==> config.mk <==
export PLATFORM = sky130hd
export DESIGN_NAME = sar_readout_top
export DESIGN_NICKNAME = d
export VERILOG_FILES = /design/src/verilog/sar_pkg.sv /design/src/verilog/sar_sync.sv /design/src/verilog/sar_fifo.sv /design/src/verilog/sar_readout_top.sv
export VERILOG_INCLUDE_DIRS = /design/src /design/src/verilog
export SDC_FILE = /design/constraint.sdc
export NUM_CORES = 2
export LEC_CHECK = 0
export ABC_AREA = 1
export CAP_MARGIN = 15
export CORE_ASPECT_RATIO = 1.75
export CORE_UTILIZATION = 35
export CTS_BUF_LIST = sky130_fd_sc_hd__clkbuf_4 sky130_fd_sc_hd__clkbuf_8
export DETAILED_ROUTE_END_ITERATION = 8
export DONT_BUFFER_PORTS = 1
export GPL_ROUTABILITY_DRIVEN = 0
export SYNTH_ARGS = -nofsm -noshare
export SYNTH_HDL_FRONTEND = slang
export SYNTH_SLANG_ARGS = --single-unit
==> constraint.sdc <==
create_clock -name clk -period 16.7 [get_ports clk]
set_input_delay 1.67 -clock clk [delete_from_list [all_inputs] [get_ports clk]]
set_output_delay 1.67 -clock clk [all_outputs]
set_load 0.01 [all_outputs]
==> src/verilog/sar_regs.svh <==
// Timing, width and layout constants of the converter readout block.
`ifndef SAR_REGS_SVH
`define SAR_REGS_SVH

`define SAR_CLK_PERIOD_NS 50
`define SAR_CONV_TIME_NS 3000
`define SAR_WORD_BITS 16
`define SAR_NUM_CH 6
`define SAR_RES_BITS 16
`define SAR_FIFO_DEPTH 32
`define SAR_LANE_BITS 96
`define SAR_OWN_BITS_ONE 8'h60
`define SAR_OWN_BITS_TWO 8'h30
`define SAR_OWN_BITS_THREE 8'h20
`define SAR_INS_IDX_ONE 7'h00
`define SAR_INS_IDX_TWO 7'h30
`define SAR_INS_IDX_THREE 7'h40
`define SAR_MASK_ONE 3'h1
`define SAR_MASK_TWO 3'h3
`define SAR_MASK_THREE 3'h7

`endif

==> src/verilog/sar_pkg.sv <==
// Types shared by the converter readout block.
`default_nettype none
`include "sar_regs.svh"
package sar_pkg;

	typedef enum logic [1:0] {
		SAR_ST_IDLE = 2'b01,
		SAR_ST_CONV = 2'b10
	} sar_conv_state_t;

	typedef enum logic [2:0] {
		SAR_LANES_ONE = 3'b001,
		SAR_LANES_TWO = 3'b010,
		SAR_LANES_THREE = 3'b100
	} sar_lane_mode_t;

	typedef logic [`SAR_NUM_CH-1:0][`SAR_WORD_BITS-1:0] sar_words_t;

endpackage : sar_pkg
`default_nettype wire

==> src/verilog/sar_sync.sv <==
// Two-flop synchroniser for a vector of asynchronous pin levels.
`default_nettype none
module sar_sync #(
	parameter int WIDTH = 1
) (
	input wire logic clk,
	input wire logic reset,
	input wire logic [WIDTH-1:0] d,
	output logic [WIDTH-1:0] q
);
	logic [WIDTH-1:0] meta_r;

	always_ff @(posedge clk or posedge reset) begin
		if (reset) begin
			meta_r <= '0;
			q <= '0;
		end else begin
			meta_r <= d;
			q <= meta_r;
		end
	end
endmodule : sar_sync
`default_nettype wire

==> src/verilog/sar_fifo.sv <==
// Parameterised synchronous FIFO with valid and ready on both sides.
`default_nettype none
module sar_fifo #(
	parameter int WIDTH = 19,
	parameter int DEPTH = 32
) (
	input wire logic clk,
	input wire logic reset,
	input wire logic in_valid,
	output logic in_ready,
	input wire logic [WIDTH-1:0] in_data,
	output logic out_valid,
	input wire logic out_ready,
	output logic [WIDTH-1:0] out_data
);
	localparam int AW = $clog2(DEPTH);

	logic [WIDTH-1:0] mem [DEPTH];
	logic [AW:0] wr_ptr_r;
	logic [AW:0] rd_ptr_r;
	logic push;
	logic pop;

	assign in_ready = (wr_ptr_r - rd_ptr_r) != (AW + 1)'(DEPTH);
	assign out_valid = wr_ptr_r != rd_ptr_r;
	assign out_data = mem[rd_ptr_r[AW-1:0]];
	assign push = in_valid && in_ready;
	assign pop = out_valid && out_ready;

	always_ff @(posedge clk) begin
		if (push) begin
			mem[wr_ptr_r[AW-1:0]] <= in_data;
		end
	end

	always_ff @(posedge clk or posedge reset) begin
		if (reset) begin
			wr_ptr_r <= '0;
			rd_ptr_r <= '0;
		end else begin
			if (push) begin
				wr_ptr_r <= wr_ptr_r + 1'b1;
			end
			if (pop) begin
				rd_ptr_r <= rd_ptr_r + 1'b1;
			end
		end
	end
endmodule : sar_fifo
`default_nettype wire

==> src/verilog/sar_readout_top.sv <==
// Conversion control and serial readout of a six-channel converter.
`default_nettype none
`include "sar_regs.svh"
module sar_readout_top
	import sar_pkg::*;
#(
	parameter int RES_BITS = `SAR_RES_BITS,
	parameter int FIFO_DEPTH = `SAR_FIFO_DEPTH
) (
	input wire logic clk,
	input wire logic reset,
	input wire logic [2:0] pair_conversion_trigger,
	input wire logic soft_select_mode,
	input wire logic span_select,
	input wire logic [2:0] pair_select_bits,
	input wire logic [2:0] pair_span_bit,
	input wire logic [`SAR_NUM_CH*RES_BITS-1:0] conv_data,
	input wire logic serial_parallel_select,
	input wire logic lane_a_enable,
	input wire logic lane_b_enable,
	input wire logic lane_c_enable,
	input wire logic chain_enable,
	input wire logic [2:0] chain_input_lanes,
	input wire logic cs_n,
	input wire logic sclk,
	input wire logic low_power_request_n,
	output logic busy,
	output logic [2:0] conv_span,
	output logic [2:0] pair_power_down,
	output logic standby,
	output logic [2:0] dout,
	output logic [2:0] dout_oe
);
	localparam int CONV_CYCLES = `SAR_CONV_TIME_NS / `SAR_CLK_PERIOD_NS;
	localparam int CNT_W = $clog2(CONV_CYCLES + 1);
	localparam int LB = `SAR_LANE_BITS;
	localparam int WB = `SAR_WORD_BITS;

	logic [2:0] trig_s, sel_s, rng_s, lane_en_s, cin_s;
	logic sw_mode_s, span_s, ser_s, chain_enable_s, cs_n_s, sclk_s, lp_n_s;

	sar_sync #(.WIDTH(22)) u_sync (
		.clk(clk),
		.reset(reset),
		.d({pair_conversion_trigger, pair_select_bits, pair_span_bit,
			lane_c_enable, lane_b_enable, lane_a_enable, chain_input_lanes,
			soft_select_mode, span_select, serial_parallel_select,
			chain_enable, cs_n, sclk, low_power_request_n}),
		.q({trig_s, sel_s, rng_s, lane_en_s, cin_s, sw_mode_s, span_s,
			ser_s, chain_enable_s, cs_n_s, sclk_s, lp_n_s})
	);

	// Trigger history resets high, but the synchroniser resets low, so a tied-high trigger still shows one rising edge after reset.
	// Chip select and clock history match the synchroniser's reset level,
	// so no false falling edge is seen while the idle-high pins arrive.
	logic [2:0] trig_q_r;
	logic cs_n_q_r, sclk_q_r;
	always_ff @(posedge clk or posedge reset) begin
		if (reset) begin
			trig_q_r <= 3'h7;
			cs_n_q_r <= 1'b0;
			sclk_q_r <= 1'b0;
		end else begin
			trig_q_r <= trig_s;
			cs_n_q_r <= cs_n_s;
			sclk_q_r <= sclk_s;
		end
	end

	logic [2:0] trig_rise;
	logic cs_fall, cs_rise, sclk_rise, sclk_fall;
	assign trig_rise = trig_s & ~trig_q_r;
	assign cs_fall = cs_n_q_r && !cs_n_s;
	assign cs_rise = !cs_n_q_r && cs_n_s;
	assign sclk_rise = !sclk_q_r && sclk_s;
	assign sclk_fall = sclk_q_r && !sclk_s;

	sar_conv_state_t state_r;
	logic [CNT_W-1:0] cnt_r;
	logic busy_r, standby_r;
	logic [2:0] conv_pairs_r, conv_span_r, hw_span_r, pd_r, pair_req;
	logic busy_fall, conv_start;

	// A powered-down pair's first rising edge only wakes it up.
	assign pair_req = sw_mode_s ? (trig_rise[0] ? sel_s : 3'h0)
		: (trig_rise & ~pd_r);
	assign conv_start = (state_r == SAR_ST_IDLE) && !standby_r
		&& (pair_req != 3'h0);
	assign busy_fall = (state_r == SAR_ST_CONV)
		&& (cnt_r == CNT_W'(CONV_CYCLES - 1));

	always_ff @(posedge clk or posedge reset) begin
		if (reset) begin
			state_r <= SAR_ST_IDLE;
			cnt_r <= '0;
			busy_r <= 1'b0;
			conv_pairs_r <= 3'h0;
			conv_span_r <= 3'h0;
		end else begin
			case (state_r)
				SAR_ST_IDLE: begin
					if (conv_start) begin
						state_r <= SAR_ST_CONV;
						cnt_r <= '0;
						busy_r <= 1'b1;
						conv_pairs_r <= pair_req;
						conv_span_r <= sw_mode_s ? rng_s : hw_span_r;
					end
				end
				SAR_ST_CONV: begin
					cnt_r <= cnt_r + 1'b1;
					if (busy_fall) begin
						state_r <= SAR_ST_IDLE;
						busy_r <= 1'b0;
					end
				end
				default: begin
					state_r <= SAR_ST_IDLE;
					busy_r <= 1'b0;
				end
			endcase
		end
	end

	always_ff @(posedge clk or posedge reset) begin
		if (reset) begin
			hw_span_r <= 3'h0;
		end else if (busy_fall && !sw_mode_s) begin
			hw_span_r <= {3{span_s}};
		end
	end

	always_ff @(posedge clk or posedge reset) begin
		if (reset) begin
			pd_r <= 3'h0;
		end else if (sw_mode_s) begin
			pd_r <= 3'h0;
		end else begin
			pd_r <= (pd_r & ~trig_rise)
				| (busy_fall ? ~trig_s : 3'h0);
		end
	end

	always_ff @(posedge clk or posedge reset) begin
		if (reset) begin
			standby_r <= 1'b0;
		end else begin
			standby_r <= !lp_n_s;
		end
	end

	// Results are staged through the FIFO so that a read frame in progress
	// is never disturbed; the output words update only between frames.
	sar_words_t cap_r, res_r;
	logic [2:0] wr_idx_r;
	logic push_pend_r, wr_sel, fifo_in_ready, fifo_out_valid, fifo_pop;
	logic [WB+2:0] fifo_out_data;
	logic in_frame_r, fresh_r, load;
	assign wr_sel = conv_pairs_r[wr_idx_r[2:1]];

	always_ff @(posedge clk or posedge reset) begin
		if (reset) begin
			cap_r <= '0;
			push_pend_r <= 1'b0;
			wr_idx_r <= 3'h0;
		end else if (busy_fall) begin
			for (int k = 0; k < `SAR_NUM_CH; k++) begin
				cap_r[k] <= WB'(conv_data[k*RES_BITS +: RES_BITS]);
			end
			push_pend_r <= 1'b1;
			wr_idx_r <= 3'h0;
		end else if (push_pend_r && (fifo_in_ready || !wr_sel)) begin
			if (wr_idx_r == 3'h5) begin
				push_pend_r <= 1'b0;
			end
			wr_idx_r <= wr_idx_r + 3'h1;
		end
	end

	sar_fifo #(.WIDTH(WB + 3), .DEPTH(FIFO_DEPTH)) u_fifo (
		.clk(clk),
		.reset(reset),
		.in_valid(push_pend_r && wr_sel),
		.in_ready(fifo_in_ready),
		.in_data({wr_idx_r, cap_r[wr_idx_r]}),
		.out_valid(fifo_out_valid),
		.out_ready(!in_frame_r),
		.out_data(fifo_out_data)
	);
	assign fifo_pop = fifo_out_valid && !in_frame_r;

	always_ff @(posedge clk or posedge reset) begin
		if (reset) begin
			res_r <= '0;
			fresh_r <= 1'b0;
		end else begin
			if (fifo_pop) begin
				res_r[fifo_out_data[WB+2:WB]] <= fifo_out_data[WB-1:0];
			end
			fresh_r <= fifo_pop || (fresh_r && !load);
		end
	end

	sar_lane_mode_t mode;
	logic [2:0] lane_mask;
	logic [7:0] own_bits, total_bits, bit_cnt_r;
	logic [6:0] ins_idx;
	always_comb begin
		if (lane_en_s == 3'h7) begin
			mode = SAR_LANES_THREE;
			lane_mask = `SAR_MASK_THREE;
			own_bits = `SAR_OWN_BITS_THREE;
			ins_idx = `SAR_INS_IDX_THREE;
		end else if (lane_en_s[1:0] == 2'h3) begin
			mode = SAR_LANES_TWO;
			lane_mask = `SAR_MASK_TWO;
			own_bits = `SAR_OWN_BITS_TWO;
			ins_idx = `SAR_INS_IDX_TWO;
		end else begin
			mode = SAR_LANES_ONE;
			lane_mask = `SAR_MASK_ONE & lane_en_s;
			own_bits = `SAR_OWN_BITS_ONE;
			ins_idx = `SAR_INS_IDX_ONE;
		end
		total_bits = chain_enable_s ? 8'(own_bits << 1) : own_bits;
	end

	function automatic logic [LB-1:0] lane_image(input int lane,
		input sar_lane_mode_t m, input sar_words_t w);
		logic [LB-1:0] img;
		img = '0;
		case (m)
			SAR_LANES_THREE: begin
				img = {w[2*lane], w[2*lane+1], 64'h0};
			end
			SAR_LANES_TWO: begin
				if (lane == 0) begin
					img = {w[0], w[1], w[4], 48'h0};
				end else if (lane == 1) begin
					img = {w[2], w[3], w[5], 48'h0};
				end
			end
			default: begin
				if (lane == 0) begin
					img = {w[0], w[1], w[2], w[3], w[4], w[5]};
				end
			end
		endcase
		return img;
	endfunction : lane_image

	// A new frame reloads only when fresh results wait or the previous
	// readout is exhausted, so split 16-clock frames read successive words.
	logic seen_fall_r, shift_en;
	assign load = cs_fall && ser_s && (fresh_r || bit_cnt_r >= total_bits);
	assign shift_en = sclk_rise && in_frame_r && seen_fall_r;

	always_ff @(posedge clk or posedge reset) begin
		if (reset) begin
			in_frame_r <= 1'b0;
			seen_fall_r <= 1'b0;
			bit_cnt_r <= 8'h00;
		end else begin
			if (cs_fall && ser_s) begin
				in_frame_r <= 1'b1;
				seen_fall_r <= 1'b0;
			end else if (cs_rise) begin
				in_frame_r <= 1'b0;
			end else if (sclk_fall && in_frame_r) begin
				seen_fall_r <= 1'b1;
			end
			if (load) begin
				bit_cnt_r <= 8'h00;
			end else if (shift_en && bit_cnt_r != 8'hff) begin
				bit_cnt_r <= bit_cnt_r + 8'h01;
			end
		end
	end

	logic [2:0] oe_r;
	always_ff @(posedge clk or posedge reset) begin
		if (reset) begin
			oe_r <= 3'h0;
		end else if (cs_fall && ser_s) begin
			oe_r <= lane_mask;
		end else if (cs_rise || !ser_s) begin
			oe_r <= 3'h0;
		end
	end
	assign dout_oe = oe_r;

	for (genvar g = 0; g < 3; g++) begin : g_lane
		logic [LB-1:0] sh_r, img, shifted;
		logic dout_r, cin_cap_r;
		assign img = lane_image(g, mode, res_r);
		always_comb begin
			shifted = {sh_r[LB-2:0], 1'b0};
			shifted[ins_idx] = cin_cap_r;
		end
		always_ff @(posedge clk or posedge reset) begin
			if (reset) begin
				sh_r <= '0;
				dout_r <= 1'b0;
				cin_cap_r <= 1'b0;
			end else begin
				if (load) begin
					sh_r <= img;
					dout_r <= img[LB-1];
				end else if (shift_en) begin
					sh_r <= shifted;
					dout_r <= sh_r[LB-2];
				end
				if (sclk_fall && in_frame_r) begin
					cin_cap_r <= chain_enable_s && cin_s[g];
				end
			end
		end
		assign dout[g] = dout_r;
	end

	assign busy = busy_r;
	assign conv_span = conv_span_r;
	assign pair_power_down = pd_r;
	assign standby = standby_r;
endmodule : sar_readout_top
`default_nettype wire

# Word-level counts from Yosys, hierarchy flattened
# Memory sizes are Yosys's and may differ from the RTL's.
# Index checks and enable logic that the tools add are counted.
word_totals:
  register_bits: 582
  ram_bits: 608
  inputBits: 120
  out_inout_bits: 14
  wordCells: 197
  memories: 1
mem_list:
  columns: ["name", "words", "word_bits", "read_ports", "rd_ports_with_merged_regs", "write_ports", "line", "source"]
  rows:
  - ["u_fifo.mem", 32, 19, 1, 0, 1, "sar_fifo.sv:18", "logic [WIDTH-1:0] mem [DEPTH];"]
classes:
  addsub: 6
  n_lt_le_gt_ge: 7
  n_eq_ne: 14
  mux: 65
  bitwise: 8
  n_reduce_logical: 53
ops:
  columns: ["op", "count"]
  rows:
  - ["2-to-1 mux 95 bit", 6]
  - ["bitwise mux 96 bit", 4]
  - ["case mux 96 bit (2 select lines)", 1]
  - ["case mux 64 bit (2 select lines)", 1]
  - ["2-to-1 mux 96 bit", 1]
  - ["binary-select mux 16 bit (select 3 bit)", 1]
  - ["demux 16 bit (select 3 bit)", 1]
  - ["2-to-1 mux 3 bit", 11]
  - ["2-to-1 mux 16 bit", 2]
  - ["logical AND 1 bit", 24]
  - ["2-to-1 mux 8 bit", 3]
  - ["2-to-1 mux 7 bit", 3]
  - ["2-to-1 mux 1 bit", 20]
  - ["adder 6 x 1 -> 6 bit, second input constant", 3]
  - ["nonzero test 2 bit", 8]
  - ["2-to-1 mux 6 bit", 2]
  - ["NOT 3 bit", 4]
  - ["case mux 6 bit (2 select lines)", 1]
  - ["logical NOT 1 bit", 11]
  - ["AND reduction 2 bit", 5]
  - ["bitwise AND 3 bit", 3]
  - ["equality test 3 bit, second input constant", 3]
  - ["adder 8 x 1 -> 8 bit, second input constant", 1]
  - ["greater-or-equal comparator 8 bit", 1]
  - ["other kinds (24)", 33]

# Logic depth before layout (Yosys ltp)
depth:
  word_depth: 10
  depth_mapped: 17
  ltp_nobuf: 15

# Modules after synthesis
# Synthesis repeated with hierarchy kept, for this count alone.
unflattened:
  cells_unflattened: 4795
  hier_area_um2: 50831.3
by_module_without_submodules:
  columns: ["module", "n_inst", "cells_per_inst", "area_per_inst_um2", "seq_area_each_um2"]
  rows:
  - ["sar_fifo", 1, 2078, 25687.1, 18557.8]
  - ["sar_readout_top", 1, 2672, 24039.3, 13142.6]
  - ["sar_sync", 1, 45, 1104.8, 1101.1]

# Worst setup path before layout
# Ideal clock, no wire load.
synth_path:
  path_kind: "flip-flop to flip-flop"
  startpoint: "register u_fifo.rd_ptr_r[3]"
  endpoint: "memory u_fifo.mem[31][0] (enable)"
  setup_ps: 419
  arrival_ps: 3356
  required_ps: 16281
  slack_ps: 12925
  path_stages_with_launch: 14
  synth_period_minus_slack_ps: 3775
  cell_sequence: "dfrtp_1 -> inv_1 -> clkbuf_1 -> clkbuf_1 -> ha_1 -> nand2_1 -> inv_1 -> nand2_1 -> nand4_1 -> nand2_1 -> nor2_1 -> nand2_1 -> nand2_1 -> nor3_1"
synth_via:
  elab_chain_cells: 5
synth_lines:
  columns: ["item", "line", "source"]
  rows:
  - ["start, declared", "sar_fifo.sv:20", "logic [AW:0] rd_ptr_r;"]
  - ["start signal, assigned", "sar_fifo.sv:45", "rd_ptr_r <= rd_ptr_r + 1'b1;"]
  - ["subtractor 6 bit", "sar_fifo.sv:24", "assign in_ready = (wr_ptr_r - rd_ptr_r) != (AW + 1)'(DEPTH);"]
  - ["!= test 6 bit", "sar_fifo.sv:24", null]
  - ["logical AND 1 bit", "sar_fifo.sv:27", "assign push = in_valid && in_ready;"]
  - ["2-to-1 mux 1 bit", "sar_fifo.sv:31", "if (push) begin"]
  - ["2-to-1 mux 1 bit (implied by the code)", "sar_fifo.sv:32", "mem[wr_ptr_r[AW-1:0]] <= in_data;"]
  - ["end, declared", "sar_fifo.sv:18", null]
# No other way between the ends.

# Worst setup path in the final report
layout_path:
  startpoint: "register u_fifo.rd_ptr_r[0]"
  endpoint: "register res_r[52] (netlist bit)"
layout_via:
  elab_chain_cells: 6
  elab_cells_between_ends: 9
  cone_classes: "order compare: 2; eq/ne: 1; mux: 3; reduce/logical: 2; memory: 1"
layout_lines:
  columns: ["item", "line", "source"]
  rows:
  - ["memory (32 x 19 bit)", null, null]
  - ["less-than comparator 3 x 4 -> 1 bit (implied by the code) or greater-or-equal comparator 3 x 1 -> 1 bit (tied branches)", "sar_readout_top.sv:198", "res_r[fifo_out_data[WB+2:WB]] <= fifo_out_data[WB-1:0];"]
  - ["logical AND 1 bit (implied by the code)", "sar_readout_top.sv:198", null]
  - ["2-to-1 mux 16 bit (implied by the code)", "sar_readout_top.sv:198", null]
  - ["demux 16 bit (select 3 bit)", "sar_readout_top.sv:198", null]
  - ["bitwise mux 96 bit", "sar_readout_top.sv:198", null]
  - ["end signal, assigned by index", "sar_readout_top.sv:198", null]
  - ["end, declared", "sar_readout_top.sv:154", "sar_words_t cap_r, res_r;"]
# Parallel ways exist; a longest one is shown, timed or not.
# A chain may end at the register's enable or synchronous reset.

==> metrics.md <==
| Metric | Value |
|---|---|
| Tmin final | `5.430 ns` |
| Post-CTS resize count | `0` |
| Initial core utilization | `0.3519` |
| Max Slew Vio Count | `0` |
| Clock power frac | `0.415` |
| Post-Route WL | `between 100000 and 150000 um` |
| Pwr Total | `roughly 5900 uW` |
| Num ports | `roughly 130` |
| CTS clk-pin slew, worst paths | `0.06 ns` |
| Worst slew pin tran | `roughly 1.2 ns` |
| EDFF count, synth | `608` |
| FP Rows | `182` |
| Max_cap viols | `0` |
| Die Outline Area | `between 100000 and 150000 um2` |
| Peak VDD IR | `0.07368 mV` |
| Logic pwr share | `0.034` |
| Switching Share | `0.2282` |
| Register share of total power | `0.552` |
| H-tree lvl count | `4` |
| Iter 0 DRT Violations | `2476` |
| Post-CTS setup buffer count | `0` |
| Post-CTS Hold Buffers | `0` |
| Hold crit path type | `flop to flop` |
| All-Layer GR Usage | `0.1743` |
| Int Pwr | `4549 uW` |
| Vias per cell | `5.044` |
| NetSw | `1345 uW` |
| Port Buffers | `0` |
| Overflow after GRT | `0` |
| Vias in the first global route | `between 30000 and 40000` |
| WP data required | `17.47 ns` |
| Util after Layout | `0.3918` |
| FF-to-FF path depth | `14` |
| Synth Register Bits | `between 1000 and 1500` |
| Core Area | `140300 um2` |
| Die W | `roughly 290 um` |
| Startpoint types | `flop` |
| Top FF cell, synth | `edfxtp_1` |
| Die H | `498.8 um` |
| Via Count | `33749` |
| Synth area leader | `edfxtp_1` |
| Residual DRC | `0` |
| TritonRoute pass-1 iters | `5` |
| CP peak stage delay | `0.85 ns` |
| Lkg Pwr | `0.02211 uW` |
| # nets final | `roughly 4800` |
| Post-synth top cells | `nand2_1, edfxtp_1, dfrtp_1, o21ai_0, nor2_1` |
| Post-synthesis cell count | `4726` |
| Final Hold Violating Endpoints | `0` |
| CP Cell Sequence | `inv_8, buf_4, buf_4, nand2_1, nand3_1, a21oi_1, nor2_1, nand2_1, nand2_2, inv_2, nor2_4, nand2_2, nand2_1, nand2_1` |
| First-pass GRT wire length | `194200 um` |
| Syn_area_per_cell | `10.44 um2` |
| Initial antenna violation count | `7` |
| CP Data Arrival Time | `6.20 ns` |
| Largest net degree at the start of global routing | `around 190` |
| Hold Path Cell Cnt | `0` |
| CP Max Fanout | `124` |
| FMAX | `about 180 MHz` |
| Top cell type's share of synthesized area | `0.3699` |
| Synthesized cell area | `just under 50000 um2` |
| Final TNS setup | `0 ns` |
| Worst-Skew Late Latency | `between 0.9 and 1 ns` |
| Drt wl/cell | `18.55 um` |
| CTS Buf Count | `around 180` |
| Sequential-to-total area share from yosys stat | `0.6645` |
| # setup viols final | `0` |
| Status | `finished, final reports clean` |
| Remaining antenna violation count after routing | `0` |
| Max-slew headroom | `0.2234` |
| RSZ-0062 raised after global routing | `false` |
| Ys Warns | `0` |
| Clock skew | `0.06545 ns` |
| Setup Crit Path Kind | `flop to flop` |
| Post-Syn Nets | `4865` |
| Count leader, synth | `nand2_1` |
| Share of cells above drive strength 1 | `0.1240` |
| Clock Root Buffer | `clkbuf_8` |
| Max Root-Sink Buffers | `3` |
| Area Growth Syn to Fin | `11.34%` |
| CTS tree | `yes` |
| Most used cell, CP | `nand2_1` |
| Sink Count | `about 1200` |
| Worst setup EP type | `flop` |
| PD cells | `107.3 nW/um2` |
| Top post-synthesis cells by area | `edfxtp_1, dfrtp_1, nand2_1` |
| Crit-path slowest cell | `buf_4` |
| HPWL Detailed | `72740 um` |
| Ys async rst share | `0.4886` |
| Synth cell types | `42` |
| Period utilization | `0.3251` |
[routing by layer]
layer	share of wire	vias to the layer above	wire length, um	track usage
met4	0.044	8	5418	0.08097
met3	0.050	272	6256	0.03492
met5	0.00046	-	57	0
met1	0.39	16631	47900	0.1955
li1	-	15987	-	-
met2	0.52	851	64480	0.3141
[critical path: cells and delay by family (launching register included)]
family                 cells  cell delay [ns]
buffers and inverters      4             2.23
flip-flops                 1             0.79
AO/OA/AOI/OAI              1             0.07
AND/OR/NAND/NOR            9             1.86
[sequential cells by signal (all words and copies together) (netlist names), 2 cells and up]
signal and flops:
u_fifo.mem 608, trig_q_r 3, bit_cnt_r 8, g_lane.sh_r 285, g_lane.dout_r 3, u_sync.q 22, wr_idx_r 3, conv_pairs_r 3
u_fifo.wr_ptr_r 6, res_r 96, dout_oe 3, state_r 2, pair_power_down 3, cap_r 96, cnt_r 6, u_fifo.rd_ptr_r 6
u_sync.meta_r 22, g_lane.cin_cap_r 3, conv_span 3
[power groups by stage]
stage               registers, uW  logic (uW)  clock network [uW]
floorplan                    3290         146                   0
global placement             3300         195                   0
detailed placement           3310         202                   0
CTS                          3250         203                2510
global route                 3260         231                2620
finish                       3250         199                2440
[final timing paths]
kind / startpoint / endpoint / slack (ns)
max in group asynchronous: reset / cap_r[59]$_DFFE_PP0P_ / 13.11
min: u_sync.meta_r[16]$_DFF_PP0_ / u_sync.q[16]$_DFF_PP0_ / 0.34
max reg2reg: u_fifo.rd_ptr_r[0]$_DFFE_PP0P_ / res_r[52]$_DFFE_PP0P_ / 11.27
min reg2reg: u_sync.meta_r[16]$_DFF_PP0_ / u_sync.q[16]$_DFF_PP0_ / 0.34
min in group asynchronous: reset / res_r[17]$_DFFE_PP0P_ / 0.74
max: u_fifo.rd_ptr_r[0]$_DFFE_PP0P_ / res_r[52]$_DFFE_PP0P_ / 11.27
[metrics by stage]
step | std cells | cell area, um2 | hold WS (ns) | setup WS (ns)
global placement | 6354 | 51140 | 0.3313 | 11.34
detailed placement | 6358 | 51200 | 0.3347 | 11.33
CTS | 6683 | 54860 | 0.3456 | 11.29
floorplan | 4726 | 49360 | 0.3312 | 7.116
global route | 6689 | 54950 | 0.3455 | 10.85
finish | 6691 | 54960 | 0.3409 | 11.27
[layout by cell type, fill, tap and decap left out, types with 32 or more instances in the layout]
cell and instances:
nand2_1 1117, edfxtp_1 608, dfrtp_1 572, o21ai_0 489, nor2_1 439, nand3_1 383
inv_1 209, clkbuf_8 196, a21oi_1 166, o211ai_1 126, mux2_2 96, buf_4 74
clkbuf_4 58, clkinv_1 32
[kinds of logic (layout without fill, tap and decap cells)]
group	after synthesis	after routing	share of synthesized area
compound gates	851	851	0.09374
xor+xnor	12	12	0.002129
fa+ha+maj	19	19	0.004816
buf+inv	528	650	0.04527
flops	1189	1189	0.6645
mux	96	96	0.02190
other cells	0	3	0
simple gates	2031	2031	0.1676
[layout make-up]
class	instances	area, um2
inverters	239	919.6
clock inverters	71	526.8
diodes	3	7.507
clock buffers	254	3133
flip-flops and latches	1189	32810
fillers	13711	85320
multi-input cells	3009	14490
repair buffers	86	763.2
well taps	1840	2302
Note: power is estimated with default switching activity, not from simulation.
